### config.mk
export PLATFORM = sky130hd
export DESIGN_NAME = boot_flash_lock_guard
export DESIGN_NICKNAME = d
export VERILOG_FILES = /design/src/design/bflg_pkg.sv /design/src/design/boot_flash_lock_guard.sv
export SDC_FILE = /design/constraint.sdc
export NUM_CORES = 1
export LEC_CHECK = 0
export BUFFER_PORTS_ARGS = -buffer_cell sky130_fd_sc_hd__buf_2
export CAP_MARGIN = 10
export CORE_UTILIZATION = 35
export CTS_BUF_LIST = sky130_fd_sc_hd__clkbuf_8
export CTS_CLUSTER_SIZE = 14
export DETAILED_ROUTE_END_ITERATION = 16
export PLACE_DENSITY_LB_ADDON = 0.05
export SETUP_SLACK_MARGIN = 0.1
export SKIP_CTS_REPAIR_TIMING = 1
export SYNTH_ARGS = -nofsm -noshare
export SYNTH_HDL_FRONTEND = slang
export SYNTH_SLANG_ARGS = --single-unit
export TNS_END_PERCENT = 10
### constraint.sdc
create_clock -name sys_clk -period 2.2 [get_ports sys_clk]
set_input_delay 0.44 -clock sys_clk [delete_from_list [all_inputs] [get_ports sys_clk]]
set_output_delay 0.44 -clock sys_clk [all_outputs]
set_load 0.02 [all_outputs]
### src/design/bflg_pkg.sv
// boot flash lock guard: shared constants and carrier types
// assumes a core that presents store/read requests with a 16-bit pointer
`default_nettype none
package bflg_pkg;
    // lock field encodings, 1 = unprogrammed, 0 = programmed
    localparam logic [1:0] LOCK_MODE1 = 2'h3; // no restriction
    localparam logic [1:0] LOCK_MODE2 = 2'h2; // store blocked
    localparam logic [1:0] LOCK_MODE3 = 2'h0; // store and cross read blocked
    localparam logic [1:0] LOCK_MODE4 = 2'h1; // cross read blocked
    localparam logic [1:0] LOCK_ERASED = 2'h3;
    localparam logic [15:0] APP_RESET_ADDR = 16'h0000;
    localparam int PTR_W = 16;
    localparam int WORD_BITS_DEF = 6;   // word-in-page bits (words/page 64)
    localparam int BOOT_START_DEF = 16'h3800; // boot start word address
    // store command kinds
    typedef enum logic [1:0] {
        BFLG_CMD_FILL  = 2'h0,
        BFLG_CMD_ERASE = 2'h1,
        BFLG_CMD_WRITE = 2'h3,
        BFLG_CMD_LOCK  = 2'h2
    } bflg_cmd_type;
    // store request from the core
    typedef struct packed {
        logic         valid;
        bflg_cmd_type cmd;
        logic [7:0]   lockData;  // lock value for lock command, bits 5..2
    } bflg_store_type;
    // pointer pair from the register file
    typedef struct packed {
        logic [7:0] pointerHighByte;
        logic [7:0] pointerLowByte;
    } bflg_ptr_type;
    // guard states
    typedef enum logic [1:0] {
        BFLG_IDLE = 2'h0,
        BFLG_BUSY = 2'h1
    } bflg_state_type;
endpackage
`default_nettype wire

### src/design/boot_flash_lock_guard.sv
// boot flash lock guard: checks store and program-read requests against
// the boot lock fields, latches page/word address, gives reset vector
// assumes core requests are synchronous single-cycle pulses on sys_clk
`default_nettype none
module boot_flash_lock_guard #(
    parameter int WORD_BITS  = bflg_pkg::WORD_BITS_DEF,
    parameter int BOOT_START = bflg_pkg::BOOT_START_DEF,
    parameter int OP_CYCLES  = 4
) (
    input  wire logic                     sys_clk,
    input  wire logic                     reset,
    input  wire bflg_pkg::bflg_store_type storeReq,
    input  wire logic                     readReq,
    input  wire bflg_pkg::bflg_ptr_type   pointer,
    input  wire logic [15:0]              execAddr,
    input  wire logic                     vectorsInBoot,
    input  wire logic                     chipErase,
    input  wire logic                     extLockWrite,
    input  wire logic [3:0]               extLockData,
    input  wire logic                     boot_reset_select_fuse,
    output var  logic                     storeGrant,
    output var  logic                     storeDenied,
    output var  logic [15:0]              pageAddr,
    output var  logic [15:0]              wordAddr,
    output var  logic                     busy,
    output var  logic                     readGrant,
    output var  logic                     readDenied,
    output var  logic [15:0]              readByteAddr,
    output var  logic                     irqBlock,
    output var  logic [15:0]              resetVector,
    output var  logic [1:0]               app_section_lock_mode,
    output var  logic [1:0]               boot_section_lock_mode
);
    // ************************************************************
    // section decode
    // ************************************************************
    localparam logic [15:0] BOOT_BASE = 16'(BOOT_START);
    localparam logic [15:0] WORD_MASK = 16'((1 << WORD_BITS) - 1);
    localparam logic [7:0]  CNT_INIT  = 8'(OP_CYCLES);

    logic [15:0] ptrWord;    // raw pointer as word address
    logic [15:0] ptrByte;    // raw pointer as byte address
    logic        execInBoot; // core currently runs boot code
    logic        tgtBoot;    // store target lies in boot section
    logic        rdTgtBoot;  // read target lies in boot section

    // pointer pair, high byte first
    assign ptrByte = {pointer.pointerHighByte, pointer.pointerLowByte};
    assign ptrWord = ptrByte;
    // stores treat the pointer as a word address; only reads drop bit 0
    assign execInBoot = execAddr >= BOOT_BASE;
    assign tgtBoot    = ptrWord >= BOOT_BASE;
    // reads are byte addressed, so the word is pointer without bit 0
    assign rdTgtBoot  = {1'b0, ptrByte[15:1]} >= BOOT_BASE;

    // ************************************************************
    // lock fields
    // ************************************************************
    logic [1:0] appLock_r, appLock_nxt;   // application lock field
    logic [1:0] bootLock_r, bootLock_nxt; // boot loader lock field

    // next lock values: outside chip erase, bits may only be programmed (1 -> 0)
    always_comb begin
        appLock_nxt  = appLock_r;
        bootLock_nxt = bootLock_r;
        if (chipErase) begin
            // the only way back to unprogrammed apart from reset
            appLock_nxt  = bflg_pkg::LOCK_ERASED;
            bootLock_nxt = bflg_pkg::LOCK_ERASED;
        end else begin
            if (extLockWrite) begin
                // external programming can only program bits
                appLock_nxt  = appLock_nxt & extLockData[1:0];
                bootLock_nxt = bootLock_nxt & extLockData[3:2];
            end
            // lock store: pointer is never looked at
            if (storeReq.valid && execInBoot && !busy &&
                storeReq.cmd == bflg_pkg::BFLG_CMD_LOCK) begin
                appLock_nxt  = appLock_nxt & storeReq.lockData[3:2];
                bootLock_nxt = bootLock_nxt & storeReq.lockData[5:4];
            end
        end
    end

    // lock registers come up unprogrammed
    // no nonvolatile copy here: a reset forgets programmed lock bits
    always_ff @(posedge sys_clk) begin
        if (reset) begin
            appLock_r  <= bflg_pkg::LOCK_ERASED;
            bootLock_r <= bflg_pkg::LOCK_ERASED;
        end else begin
            appLock_r  <= appLock_nxt;
            bootLock_r <= bootLock_nxt;
        end
    end

    // ************************************************************
    // permission decode
    // ************************************************************
    logic appStoreOk;  // stores into application allowed
    logic bootStoreOk; // stores into boot allowed
    logic appReadOk;   // boot code may read application
    logic bootReadOk;  // application code may read boot
    logic storeOk;     // this store may proceed
    logic readOk;      // this read may proceed

    // general lock modes never enter these terms
    always_comb begin
        // mode 1 passes everything
        appStoreOk  = appLock_r[0];  // modes 2,3 clear low bit
        appReadOk   = appLock_r[1];  // modes 3,4 clear high bit
        bootStoreOk = bootLock_r[0];
        bootReadOk  = bootLock_r[1];
        // store: only from boot code, target checked except for lock stores
        storeOk = execInBoot &&
                  (storeReq.cmd == bflg_pkg::BFLG_CMD_LOCK ||
                   (tgtBoot ? bootStoreOk : appStoreOk));
        // reads only cross-checked when leaving own section
        if (execInBoot && !rdTgtBoot)
            readOk = appReadOk;
        else if (!execInBoot && rdTgtBoot)
            readOk = bootReadOk;
        else
            readOk = 1'b1;
    end

    // ************************************************************
    // store operation latch
    // ************************************************************
    bflg_pkg::bflg_state_type state_r, state_nxt; // operation state
    logic [15:0] page_r, page_nxt;   // latched page address
    logic [15:0] word_r, word_nxt;   // latched word in page
    logic [7:0]  cnt_r, cnt_nxt;     // operation length counter
    logic        grant_nxt, deny_nxt;
    logic        busy_nxt;           // next busy level

    // a refused store never reaches the flash port
    always_comb begin
        state_nxt = state_r;
        page_nxt  = page_r;
        word_nxt  = word_r;
        cnt_nxt   = cnt_r;
        grant_nxt = 1'b0;
        deny_nxt  = 1'b0;
        unique case (state_r)
            bflg_pkg::BFLG_IDLE: begin
                if (storeReq.valid) begin
                    if (storeOk) begin
                        grant_nxt = 1'b1;
                        if (storeReq.cmd != bflg_pkg::BFLG_CMD_LOCK) begin
                            // split and hold address
                            page_nxt = ptrWord & ~WORD_MASK;
                            word_nxt = ptrWord & WORD_MASK;
                        end
                        state_nxt = bflg_pkg::BFLG_BUSY;
                        cnt_nxt   = CNT_INIT;
                    end else begin
                        deny_nxt = 1'b1;
                    end
                end
            end
            bflg_pkg::BFLG_BUSY: begin
                // pointer changes now have no effect
                cnt_nxt = cnt_r - 8'h01;
                if (cnt_r == 8'h01)
                    state_nxt = bflg_pkg::BFLG_IDLE;
            end
            // two of the four codes are unused; fall back to idle
            default: begin
                state_nxt = bflg_pkg::BFLG_IDLE;
            end
        endcase
        // busy is registered so the port comes straight from a flop
        busy_nxt = state_nxt == bflg_pkg::BFLG_BUSY;
    end

    // operation registers
    always_ff @(posedge sys_clk) begin
        if (reset) begin
            state_r     <= bflg_pkg::BFLG_IDLE;
            page_r      <= 16'h0000;
            word_r      <= 16'h0000;
            cnt_r       <= 8'h00;
            storeGrant  <= 1'b0;
            storeDenied <= 1'b0;
            busy        <= 1'b0;
        end else begin
            state_r     <= state_nxt;
            page_r      <= page_nxt;
            word_r      <= word_nxt;
            cnt_r       <= cnt_nxt;
            storeGrant  <= grant_nxt;
            storeDenied <= deny_nxt;
            busy        <= busy_nxt;
        end
    end
    assign pageAddr = page_r;
    assign wordAddr = word_r;

    // ************************************************************
    // program read, interrupts, reset vector
    // ************************************************************
    logic        rdGrant_nxt, rdDeny_nxt, irq_nxt;
    logic [15:0] rdAddr_nxt, vec_nxt;

    // read gating, interrupt masking and vector choice
    always_comb begin
        rdGrant_nxt = readReq && readOk;
        rdDeny_nxt  = readReq && !readOk; // locked data stays hidden
        rdAddr_nxt  = readReq && readOk ? ptrByte : readByteAddr;
        // vectors in the other section and cross reads locked
        irq_nxt = (!execInBoot && vectorsInBoot && !appLock_r[1]) ||
                  (execInBoot && !vectorsInBoot && !bootLock_r[1]);
        // fuse is an input only; no core path can change it
        vec_nxt = boot_reset_select_fuse ? bflg_pkg::APP_RESET_ADDR
                                         : BOOT_BASE;
    end

    // output registers
    always_ff @(posedge sys_clk) begin
        if (reset) begin
            readGrant    <= 1'b0;
            readDenied   <= 1'b0;
            readByteAddr <= 16'h0000;
            irqBlock     <= 1'b0;
            resetVector  <= bflg_pkg::APP_RESET_ADDR;
        end else begin
            readGrant    <= rdGrant_nxt;
            readDenied   <= rdDeny_nxt;
            readByteAddr <= rdAddr_nxt;
            irqBlock     <= irq_nxt;
            resetVector  <= vec_nxt;
        end
    end
    assign app_section_lock_mode  = appLock_r;
    assign boot_section_lock_mode = bootLock_r;

    // ************************************************************
    // checks
    // ************************************************************
    a_app_store_lock: assert property (
        @(posedge sys_clk) disable iff (reset)
        storeReq.valid && !busy && !tgtBoot && !appLock_r[0] &&
        storeReq.cmd != bflg_pkg::BFLG_CMD_LOCK |=> !storeGrant)
        else $error("application store passed a store lock");
    a_boot_store_lock: assert property (
        @(posedge sys_clk) disable iff (reset)
        storeReq.valid && !busy && tgtBoot && !bootLock_r[0] &&
        storeReq.cmd != bflg_pkg::BFLG_CMD_LOCK |=> !storeGrant)
        else $error("boot store passed a store lock");
    a_app_exec_store: assert property (
        @(posedge sys_clk) disable iff (reset)
        storeReq.valid && !busy && !execInBoot |=> storeDenied)
        else $error("store from application not denied");
    a_cross_read_app: assert property (
        @(posedge sys_clk) disable iff (reset)
        readReq && execInBoot && !rdTgtBoot && !appLock_r[1]
        |=> readDenied && !readGrant)
        else $error("boot code read locked application");
    a_cross_read_boot: assert property (
        @(posedge sys_clk) disable iff (reset)
        readReq && !execInBoot && rdTgtBoot && !bootLock_r[1]
        |=> readDenied)
        else $error("application code read locked boot");
    a_free_mode_read: assert property (
        @(posedge sys_clk) disable iff (reset)
        readReq && appLock_r == bflg_pkg::LOCK_MODE1 &&
        bootLock_r == bflg_pkg::LOCK_MODE1 |=> readGrant)
        else $error("unlocked read refused");
    a_lock_sticky: assert property (
        @(posedge sys_clk) disable iff (reset)
        !chipErase |=> (appLock_r & ~$past(appLock_r)) == 2'h0)
        else $error("lock bit cleared without chip erase");
    a_addr_held: assert property (
        @(posedge sys_clk) disable iff (reset)
        busy && $past(busy) |-> $stable(pageAddr))
        else $error("latched page moved during operation");
    a_reset_vec: assert property (
        @(posedge sys_clk) disable iff (reset)
        !boot_reset_select_fuse |=> resetVector == BOOT_BASE)
        else $error("reset vector ignores fuse");
    a_irq_mask: assert property (
        @(posedge sys_clk) disable iff (reset)
        !execInBoot && vectorsInBoot && !appLock_r[1] |=> irqBlock)
        else $error("interrupts not masked in application");

    // store permissions, address latch and refusals
    a_store_free_app: assert property (
        @(posedge sys_clk) disable iff (reset)
        storeReq.valid && !busy && execInBoot && !tgtBoot &&
        appLock_r == bflg_pkg::LOCK_MODE1 |=> storeGrant)
        else $error("unlocked application store refused");
    a_store_free_boot: assert property (
        @(posedge sys_clk) disable iff (reset)
        storeReq.valid && !busy && execInBoot && tgtBoot &&
        bootLock_r == bflg_pkg::LOCK_MODE1 |=> storeGrant)
        else $error("unlocked boot store refused");
    a_page_split: assert property (
        @(posedge sys_clk) disable iff (reset)
        storeReq.valid && !busy && storeOk &&
        storeReq.cmd != bflg_pkg::BFLG_CMD_LOCK |=>
        pageAddr == ($past(ptrWord) & ~WORD_MASK) &&
        wordAddr == ($past(ptrWord) & WORD_MASK))
        else $error("page or word address not split from pointer");
    a_lock_ptr_free: assert property (
        @(posedge sys_clk) disable iff (reset)
        storeReq.valid && !busy && execInBoot &&
        storeReq.cmd == bflg_pkg::BFLG_CMD_LOCK
        |=> storeGrant && $stable(pageAddr) && $stable(wordAddr))
        else $error("lock store depended on the pointer");
    a_refused_quiet: assert property (
        @(posedge sys_clk) disable iff (reset)
        storeReq.valid && !busy && !storeOk
        |=> !busy && $stable(pageAddr) && $stable(wordAddr))
        else $error("refused store started an operation");

    // interrupt masking in boot code and erase of the lock fields
    a_irq_mask_boot: assert property (
        @(posedge sys_clk) disable iff (reset)
        execInBoot && !vectorsInBoot && !bootLock_r[1] |=> irqBlock)
        else $error("interrupts not masked in boot code");
    a_lock_erase: assert property (
        @(posedge sys_clk) disable iff (reset)
        chipErase |=> appLock_r == bflg_pkg::LOCK_ERASED &&
        bootLock_r == bflg_pkg::LOCK_ERASED)
        else $error("chip erase left a lock bit programmed");
endmodule
`default_nettype wire

# Word level (Yosys, flattened, before mapping)
# Cells that the tools add are included.
[totals]
register_bits = 68
wordCells = 77
[classes]
addsub = 1
n_lt_le_gt_ge = 3
n_eq_ne = 7
n_mux = 19
bitwise_logic = 6
n_reduce_logical = 27
[ops]
columns = ["operator", "n"]
rows = [
  ["16-bit by 14-bit greater-or-equal comparator with 1-bit output (second input constant)", 2],
  ["2-bit two-way mux", 9],
  ["8-bit two-way mux", 2],
  ["8-bit one-hot mux with 2 select lines", 1],
  ["15-bit by 14-bit greater-or-equal comparator with 1-bit output (second input constant)", 1],
  ["14-bit two-way mux", 1],
  ["1-bit logical AND", 12],
  ["2-bit AND", 4],
  ["8-bit by 1-bit equality test with 1-bit output (second input constant)", 1],
  ["8-bit by 1-bit subtractor with 8-bit output (second input constant)", 1],
  ["1-bit logical NOT", 7],
  ["2-bit inequality test (second input constant)", 3],
  ["1-bit two-way mux", 5],
  ["2-bit by 1-bit equality test with 1-bit output (second input constant)", 2],
  ["2-bit one-hot mux with 2 select lines", 1],
  ["4-bit AND reduction", 1],
  ["3-bit AND reduction", 1],
  ["3-bit OR reduction", 1],
  ["2-bit equality test (second input constant)", 1],
  ["2-bit logical NOT", 1],
  ["1-bit logical OR", 2],
  ["1-bit NOT", 2],
  ["2-bit nonzero test", 1],
  ["2-bit OR reduction", 1],
]

# Longest topological paths before layout
# Gate-level depths: netlist of the first run.
[logic_depth]
ltp_word = 8
depth_mapped = 6

# Least setup slack after synthesis of the first run
# Ideal clock, no wire load.
[synth_timing]
path_kind = "in2reg"
startpoint = "input execAddr[11]"
endpoint = "register readByteAddr[10]"
arrival_time_ns = 1.691
path_slack_ns = 0.437
stages = 6
path_buffers = 2
path_cell_list = "a311oi_4 > nor2_2 > a211oi_2 > buf_4 > buf_12 > mux2i_1"
[synth_between]
elab_chain_len = 6
elab_cells_between_ends = 7
[synth_lines]
columns = ["item", "line", "rtl"]
rows = [
  ["start: declaration", "boot_flash_lock_guard.sv:15", "input wire logic [15:0] execAddr,"],
  ["16-bit by 14-bit greater-or-equal comparator with 1-bit output *", "boot_flash_lock_guard.sv:51", "assign execInBoot = execAddr >= BOOT_BASE;"],
  ["1-bit logical NOT", "boot_flash_lock_guard.sv:121", "else if (!execInBoot && rdTgtBoot)"],
  ["1-bit logical AND", "boot_flash_lock_guard.sv:121", ""],
  ["1-bit two-way mux", "boot_flash_lock_guard.sv:121", ""],
  ["1-bit two-way mux *", "boot_flash_lock_guard.sv:119", "if (execInBoot && !rdTgtBoot)"],
  ["1-bit logical AND *", "boot_flash_lock_guard.sv:210", "rdAddr_nxt = readReq && readOk ? ptrByte : readByteAddr;"],
  ["end signal: assignment", "boot_flash_lock_guard.sv:230", "readByteAddr <= rdAddr_nxt;"],
  ["end: declaration", "boot_flash_lock_guard.sv:28", "output var logic [15:0] readByteAddr,"],
]
# Mark *: on every way between the ends. The rest lies on a longest branch, timed or not.
# A chain may end at the register's enable or synchronous reset.

# Final worst setup path of the first run
[layout_timing]
startpoint = "register state_r[1]"
endpoint = "register page_r[8], in the netlist pageAddr[8]"
[layout_between]
elab_chain_len = 2
[layout_lines]
columns = ["item", "line", "rtl"]
rows = [
  ["start: declaration", "boot_flash_lock_guard.sv:130", "bflg_pkg::bflg_state_type state_r, state_nxt;"],
  ["start signal: assignment", "boot_flash_lock_guard.sv:180", "state_r <= bflg_pkg::BFLG_IDLE;"],
  ["start signal: assignment", "boot_flash_lock_guard.sv:188", "state_r <= state_nxt;"],
  ["2-bit logical NOT", "boot_flash_lock_guard.sv:145", "unique case (state_r)"],
  ["4-bit AND reduction (no line)", "n/a", ""],
  ["end signal: assignment", "boot_flash_lock_guard.sv:189", "page_r <= page_nxt;"],
  ["end: declaration", "boot_flash_lock_guard.sv:131", "logic [15:0] page_r, page_nxt;"],
]
# Every way passes these cells.

==> flow_metrics.py, run 1 <==
metrics = {
    "outcome": {
        "outcome": "completed",
    },
    "routing": {
        "drc_errors": 0,
        "avgRoutedWirePerCell_microns": 13.6,
        "dr_total_vias": 2161,
        "drt-initial-drc-count": 112,
        "wirelength_microns": 6170,
        "via_per_inst": 4.75,
        "first_pass_iters": 5,
        "final_antenna_net_count": 0,
    },
    "synth": {
        "ys_top_cells_by_area": "dfxtp_1 (43%), buf_4 (9.6%), mux2i_1 (6.8%)",
        "synth-seq-cells": 53,
        "synth_top_cells_by_count": "dfxtp_1 (53), nand2_1 (40), buf_4 (32), a21oi_1 (19)",
        "ys_async_sr_fraction_pct": 0,
        "synth-edff-count": 0,
        "postSynthCellCount": 279,
        "ys.flop_type": "dfxtp_1",
        "postSynthAreaPerCell_sq_um": 8.93,
        "yosys_warnings": 0,
        "synth.distinct_cells": 43,
        "yosysTopAreaCell": "dfxtp_1",
        "yosysMostFrequentCell": "dfxtp_1",
        "netlist.area_leader.share_pct": 42.6,
        "yosysSeqAreaShare_pct": 42.6,
        "syn-cell-area_sq_mm": 0.00249,
    },
    "min_path": {
        "min_from": "boot_reset_select_fuse",
        "hp-class": "in -> reg",
        "whs_path_depth": 2,
        "holdPathEnd": "resetVector[12]$_SDFF_PP0_",
    },
    "global_routing": {
        "grt_max_degree": 35,
        "grt_use_met1_pct": 22.2,
        "antenna_found_initial": 0,
        "grt_pass1_wl_microns": 10000,
        "globalRouteOverflowTotal": 0,
        "met2_usage_pct": 29.1,
        "grt_pass1_vias": 1957,
        "grt_use_met3_pct": 3.81,
        "grtUsageTotal_pct": 17.2,
        "grt.busiest_layer": "met2",
    },
    "timing": {
        "fin_crit_ns": 1.79,
        "worst_pin_slew_ns": 0.960,
        "skew_ns": 0.00845,
        "relSlewSlack_pct": 35.5,
        "fmax_mhz": 558,
        "setup_viol": 0,
        "maxSlewViolCount": 0,
        "rsz0062_at_grt": "false",
        "period_share_pct": 81.5,
        "setup_tns_ns": 0,
        "hold_violations": 0,
    },
    "setup_path": {
        "crit_path_start_kind": "flop",
        "cp.required_ns": 2.44,
        "reg2regPathDepth": 4,
        "r2r_start": "state_r[1]$_SDFF_PP0_",
        "worstSetupPathType": "reg -> reg",
        "arrival_ns": 2.04,
        "endpoint_kind": "flop",
        "rrSetupSlack_ns": 0.41,
        "r2r-end": "pageAddr[8]$_SDFFE_PP0P_",
        "cp_max_fo": 16,
    },
    "cells_and_area": {
        "nets": 414,
        "synthToLayoutAreaGrowth_pct": 20.3,
        "n_antenna_cell": 0,
        "final_util_pct": 43.9,
        "drive_above_1_share_pct": 29.0,
        "n_fill_cell": 715,
        "final_cells": 455,
    },
    "clocking": {
        "cts_tree": "done",
        "cts_htree_levels": 2,
        "clk-insertion-delay-late_ns": 0.31,
        "cts_buffers": 5,
        "root_buffer": "clkbuf_8",
        "cts.sinks": 53,
        "clockBufferDepth": 2,
        "clk_pin_slew_ns": 0.10,
    },
    "place": {
        "globalplace.congestion": 0.729,
        "dp.cells": 447,
        "post-dp-hpwl_microns": 4380,
        "port_buffers": 83,
    },
    "pwr": {
        "p_per_area_mw_per_mm2": 697,
        "peakVddDrop_v": 0.000261,
        "p_leak_nw": 1.34,
    },
    "die": {
        "core_area_sq_mm": 0.00683,
        "initial_core_util_pct": 36.5,
        "die_h_microns": 86.4,
        "dieArea_sq_mm": 0.00746,
        "num_io_pins": 128,
        "die-width_microns": 86.4,
        "rows": 30,
    },
    "job": {
        "cap_violations": 0,
    },
}
## metal layers
layer  vias to the layer above  wire length (microns)
li1                       1080                      -
met1                      1000                   2910
met2                        75                   2900
met3                         6                    298
met4                         0                     66
met5                         -                      0
## worst max-delay path: stages (launching register included)
cell      delay [ns]
dfxtp_1         0.35
nand2b_1        0.28
nor4_4          0.77
nand3_1         0.18
a21oi_1         0.15
## cell type report
type | count | area, sq um | area share [%]
sequential | 53 | 1060 | 35.4
inverter | 6 | 22.5 | 0.751
tap | 96 | 120 | 4.01
multi-input combinational | 203 | 1210 | 40.4
clock buffer | 5 | 68.8 | 2.30
clock inverter | 3 | 42.5 | 1.42
timing repair buffer | 89 | 473 | 15.8
## per-stage QoR
step                setup WS [ns]  instance area (sq um)  hold slack, ns  power (mW)
floorplan                   0.437                   2600           0.441        1.35
global placement            0.122                   2890           0.440        1.44
detailed placement          0.128                   2890           0.445        1.44
CTS                         0.410                   3000           0.275        2.11
global route                0.234                   3000           0.264        2.19
finish                      0.407                   3000           0.283        2.09
## state kept, by name (all words and copies together) (netlist names)
register / cells
readByteAddr: 16
pageAddr: 10
cnt_r: 8
wordAddr: 6
app_section_lock_mode: 2
boot_section_lock_mode: 2
state_r: 2
busy: 1
irqBlock: 1
readDenied: 1
readGrant: 1
resetVector: 1
storeDenied: 1
storeGrant: 1
## cells by family after synthesis
| logic type | Yosys count | share of synthesized area, % |
|---|---|---|
| buffers and inverters | 52 | 13.5 |
| multiplexers | 18 | 7.28 |
| XOR/XNOR | 2 | 0.703 |
| other | 1 | 0.151 |
| AO/OA/AOI/OAI | 62 | 17.4 |
| flip-flops | 53 | 42.6 |
| adder cells (fa/ha/maj) | 2 | 1.00 |
| AND/OR/NAND/NOR | 89 | 17.4 |
## worst max path at each step
stage | endpoint | start | slack, ns
after floorplan | readByteAddr[10]$_SDFFE_PP0P_ | execAddr[11] | 0.44
after global placement | cnt_r[5]$_SDFFE_PP0P_ | pointer[13] | 0.12
after detailed placement | cnt_r[7]$_SDFFE_PP0P_ | pointer[13] | 0.13
after CTS | pageAddr[8]$_SDFFE_PP0P_ | state_r[1]$_SDFF_PP0_ | 0.41
after global routing | wordAddr[3]$_SDFFE_PP0P_ | state_r[1]$_SDFF_PP0_ | 0.23
final | pageAddr[8]$_SDFFE_PP0P_ | state_r[1]$_SDFF_PP0_ | 0.41
## placed cells by master (no fill, tap or decap), types with 2 or more instances in the layout
master	n
conb_1	30
mux2i_1	17
o21ai_1	3
nand2b_1	4
buf_2	83
nor2_1	8
nand3_1	17
nand4b_1	3
dfxtp_1	53
buf_4	5
inv_1	6
o221ai_1	4
and2_1	2
o21ai_0	14
a31oi_1	4
nor2b_1	3
nand2_1	40
xor2_1	2
o41ai_1	2
a41oi_1	2
clkbuf_8	5
nor3_1	8
a21oi_1	19
ha_1	2
a32o_1	3
a311oi_1	2
## where the power goes
group / total (mW) / internal (mW) / switching, mW
Clock: 0.673 / 0.338 / 0.335
Combinational: 0.378 / 0.127 / 0.251
Sequential: 1.04 / 1.01 / 0.0311
Total: 2.09 / 1.47 / 0.617
Power figures use the tool's default switching activity.
==> run 2, diff against run 1 <==
ABC_AREA = 1   (was not set)
clock period = 1.6 ns   (was 2.2 ns; I/O delays follow)
==> run 2 against run 1 <==
  * Fmax increased by 35%
  * Combinational power increased by 67%
  * Sequential share of layout area decreased by 1.6 points
  * Routed wire length decreased by 4.9%
  * Synthesized cell count increased by 30%
  * Sequential power increased by 39%
  * Register-to-register slack got worse by 0.14 ns
  * Core utilization increased by 1.3 points
  * Clock power increased by 39%
==> flow_metrics.py, run 2 <==
metrics = {
    "global_routing": {
        "antenna_found_initial": 0,
        "globalRouteOverflowTotal": 0,
        "grtUsageTotal_pct": 16.2,
        "grt_max_degree": 33,
        "grt_pass1_wl_microns": 9700,
        "grt.busiest_layer": "met2",
        "grt_pass1_vias": 2116,
        "grt_use_met1_pct": 20.0,
        "met2_usage_pct": 27.4,
        "grt_use_met3_pct": 4.62,
    },
    "place": {
        "port_buffers": 83,
        "post-dp-hpwl_microns": 4430,
        "globalplace.congestion": 0.721,
    },
    "cells_and_area": {
        "drive_above_1_share_pct": 24.9,
        "mostFrequentLayoutCells": "buf_2 (83), nand2_1 (67), nor2_1 (62)",
        "multi_input_area_sq_mm": 0.00112,
        "n_fill_cell": 745,
        "synthToLayoutAreaGrowth_pct": 22.2,
        "seqCellArea_sq_mm": 0.00106,
        "mostFrequentLayoutCell": "buf_2",
        "n_antenna_cell": 0,
        "largest_reg_flops": 16,
        "nets": 501,
        "final_util_pct": 45.2,
        "regMostFlops": "readByteAddr",
    },
    "setup_path": {
        "cp.required_ns": 1.86,
        "worstSetupPathType": "reg -> reg",
        "cp_max_fo": 4,
        "r2r_start": "cnt_r[0]$_SDFFE_PP0P_",
        "rrSetupSlack_ns": 0.27,
        "crit_end": "cnt_r[4]$_SDFFE_PP0P_",
        "endpoint_kind": "flop",
        "crit_start": "cnt_r[0]$_SDFFE_PP0P_",
        "reg2regPathDepth": 9,
        "arrival_ns": 1.59,
        "r2r-end": "cnt_r[4]$_SDFFE_PP0P_",
        "crit_path_start_kind": "flop",
    },
    "synth": {
        "postSynthAreaPerCell_sq_um": 7.05,
        "ys_async_sr_fraction_pct": 0,
        "synth_top_cells_by_count": "nand2_1 (67), nor2_1 (63), dfxtp_1 (53), inv_1 (47), buf_4 (31)",
        "syn-cell-area_sq_mm": 0.00256,
        "ys_top_cells_by_area": "dfxtp_1 (41%), nand2_1 (9.8%), nor2_1 (9.2%)",
        "synth-seq-cells": 53,
        "synth-compound-area-share_pct": 10.6,
        "synth_xor_area_share_pct": 0.341,
        "synth.distinct_cells": 30,
        "synth-edff-count": 0,
        "synth-simple-area-share_pct": 27.3,
        "postSynthCellCount": 364,
        "synth.area.mux_share_pct": 0,
        "synth_top_family_by_area": "simple AND/OR/NAND/NOR gates",
        "yosysSeqAreaShare_pct": 41.4,
        "synth_fa_ha_area_share_pct": 0.976,
        "yosys_warnings": 0,
        "yosysTopAreaCell": "dfxtp_1",
        "yosysMostFrequentCell": "nand2_1",
        "netlist.area_leader.share_pct": 41.4,
        "ys.flop_type": "dfxtp_1",
    },
    "pwr": {
        "p_seq_share_pct": 48.0,
        "switching_share_pct": 29.3,
        "peakVddDrop_v": 0.000363,
        "p_leak_nw": 1.71,
        "netSwitchingPower_uw": 883,
        "p_per_area_mw_per_mm2": 960,
        "p_comb_share_pct": 21.0,
        "pwr-share-clk_pct": 31.0,
        "power.internal_mw": 2.13,
    },
    "routing": {
        "wirelength_microns": 5870,
        "dr_total_vias": 2345,
        "avgRoutedWirePerCell_microns": 10.8,
        "via_per_inst": 4.33,
        "drc_errors": 0,
        "drt-initial-drc-count": 101,
        "first_pass_iters": 4,
        "final_antenna_net_count": 0,
    },
    "timing": {
        "setup_tns_ns": 0,
        "skew_ns": 0.0113,
        "hold_violations": 0,
        "period_share_pct": 83.1,
        "maxSlewViolCount": 0,
        "fin_crit_ns": 1.33,
        "setup_viol": 0,
        "rsz0062_at_grt": "false",
        "fmax_mhz": 752,
    },
    "die": {
        "core_area_sq_mm": 0.00694,
        "die-width_microns": 87.6,
        "die_h_microns": 87.6,
        "num_io_pins": 128,
        "dieArea_sq_mm": 0.00767,
        "rows": 30,
        "initial_core_util_pct": 36.9,
    },
    "clocking": {
        "cts_tree": "done",
        "cts.sinks": 53,
        "clk-insertion-delay-late_ns": 0.31,
        "cts_htree_levels": 2,
        "clockBufferDepth": 2,
        "clk_pin_slew_ns": 0.09,
        "cts_buffers": 5,
        "root_buffer": "clkbuf_8",
    },
    "min_path": {
        "hp-class": "in -> reg",
    },
    "job": {
        "cap_violations": 0,
    },
    "outcome": {
        "outcome": "completed",
    },
}
-- run 2: cell types whose count changed after synthesis, sizes merged, moves of 4 or more --
cell	before	now
inv	5	48
a311oi	4	0
mux2i	17	0
nand3	17	28
nand2	40	68
nor2	9	66
nand2b	4	0
a21oi	19	25
nor3	9	1
o21ai	17	13
-- run 2: critical path, stage by stage (launching register included) --
cell and delay, ns:
dfxtp_1 0.34, inv_1 0.10, ha_1 0.17, inv_1 0.05, nor2_2 0.14, nand3_1 0.12, a21oi_1 0.15, o21a_1 0.13
nand2_1 0.05, inv_1 0.04
-- run 2: final cells by class --
class	count	share of cell area, %
multi-input combinational	246	35.7
timing repair buffer	91	17.2
sequential	53	33.8
inverter	48	5.75
tap	96	3.83
clock buffer	6	2.63
clock inverter	2	1.08
-- run 2: how the worst min path moves through the flow --
stage | startpoint | endpoint | cells after the start
2_1_floorplan | boot_reset_select_fuse | resetVector[12]$_SDFF_PP0_ | 1
3_3_place_gp | readByteAddr[1]$_SDFFE_PP0P_ | readByteAddr[1]$_SDFFE_PP0P_ | 2
3_5_place_dp | readByteAddr[4]$_SDFFE_PP0P_ | readByteAddr[4]$_SDFFE_PP0P_ | 2
4_1_cts | boot_reset_select_fuse | resetVector[12]$_SDFF_PP0_ | 2
5_1_grt | boot_reset_select_fuse | resetVector[12]$_SDFF_PP0_ | 2
6_report | boot_reset_select_fuse | resetVector[12]$_SDFF_PP0_ | 2
-- run 2: kinds of logic after synthesis --
logic type               count (synthesis)
AND/OR/NAND/NOR                        167
AO/OA/AOI/OAI                           46
adder cells (fa/ha/maj)                  2
XOR/XNOR                                 1
other                                    1
flip-flops                              53
buffers and inverters                   94
-- run 2: layer usage --
layer,wire (microns),vias up
met5,0,-
met1,2660,1029
met2,2700,83
li1,-,1226
met4,74,0
met3,425,7
-- run 2: power groups by stage --
stage          combinational [mW]  sequential [mW]  clock (mW)
6_report                    0.631             1.45       0.934
4_1_cts                     0.637             1.45       0.969
3_3_place_gp                0.632             1.47           0
3_5_place_dp                0.636             1.48           0
5_1_grt                     0.710             1.46        1.03
2_1_floorplan               0.394             1.56           0
-- run 2: stage by stage --
stage / instance area, sq um / setup WS, ns / power, mW / cells / hold WS [ns]
after floorplan: 2670 / 0.330 / 1.96 / 393 / 0.392
after global placement: 3020 / 0.161 / 2.11 / 534 / 0.457
after detailed placement: 3020 / 0.143 / 2.11 / 534 / 0.464
after CTS: 3130 / 0.203 / 3.05 / 542 / 0.155
after global routing: 3140 / 0.101 / 3.19 / 542 / 0.153
final: 3140 / 0.270 / 3.01 / 542 / 0.167
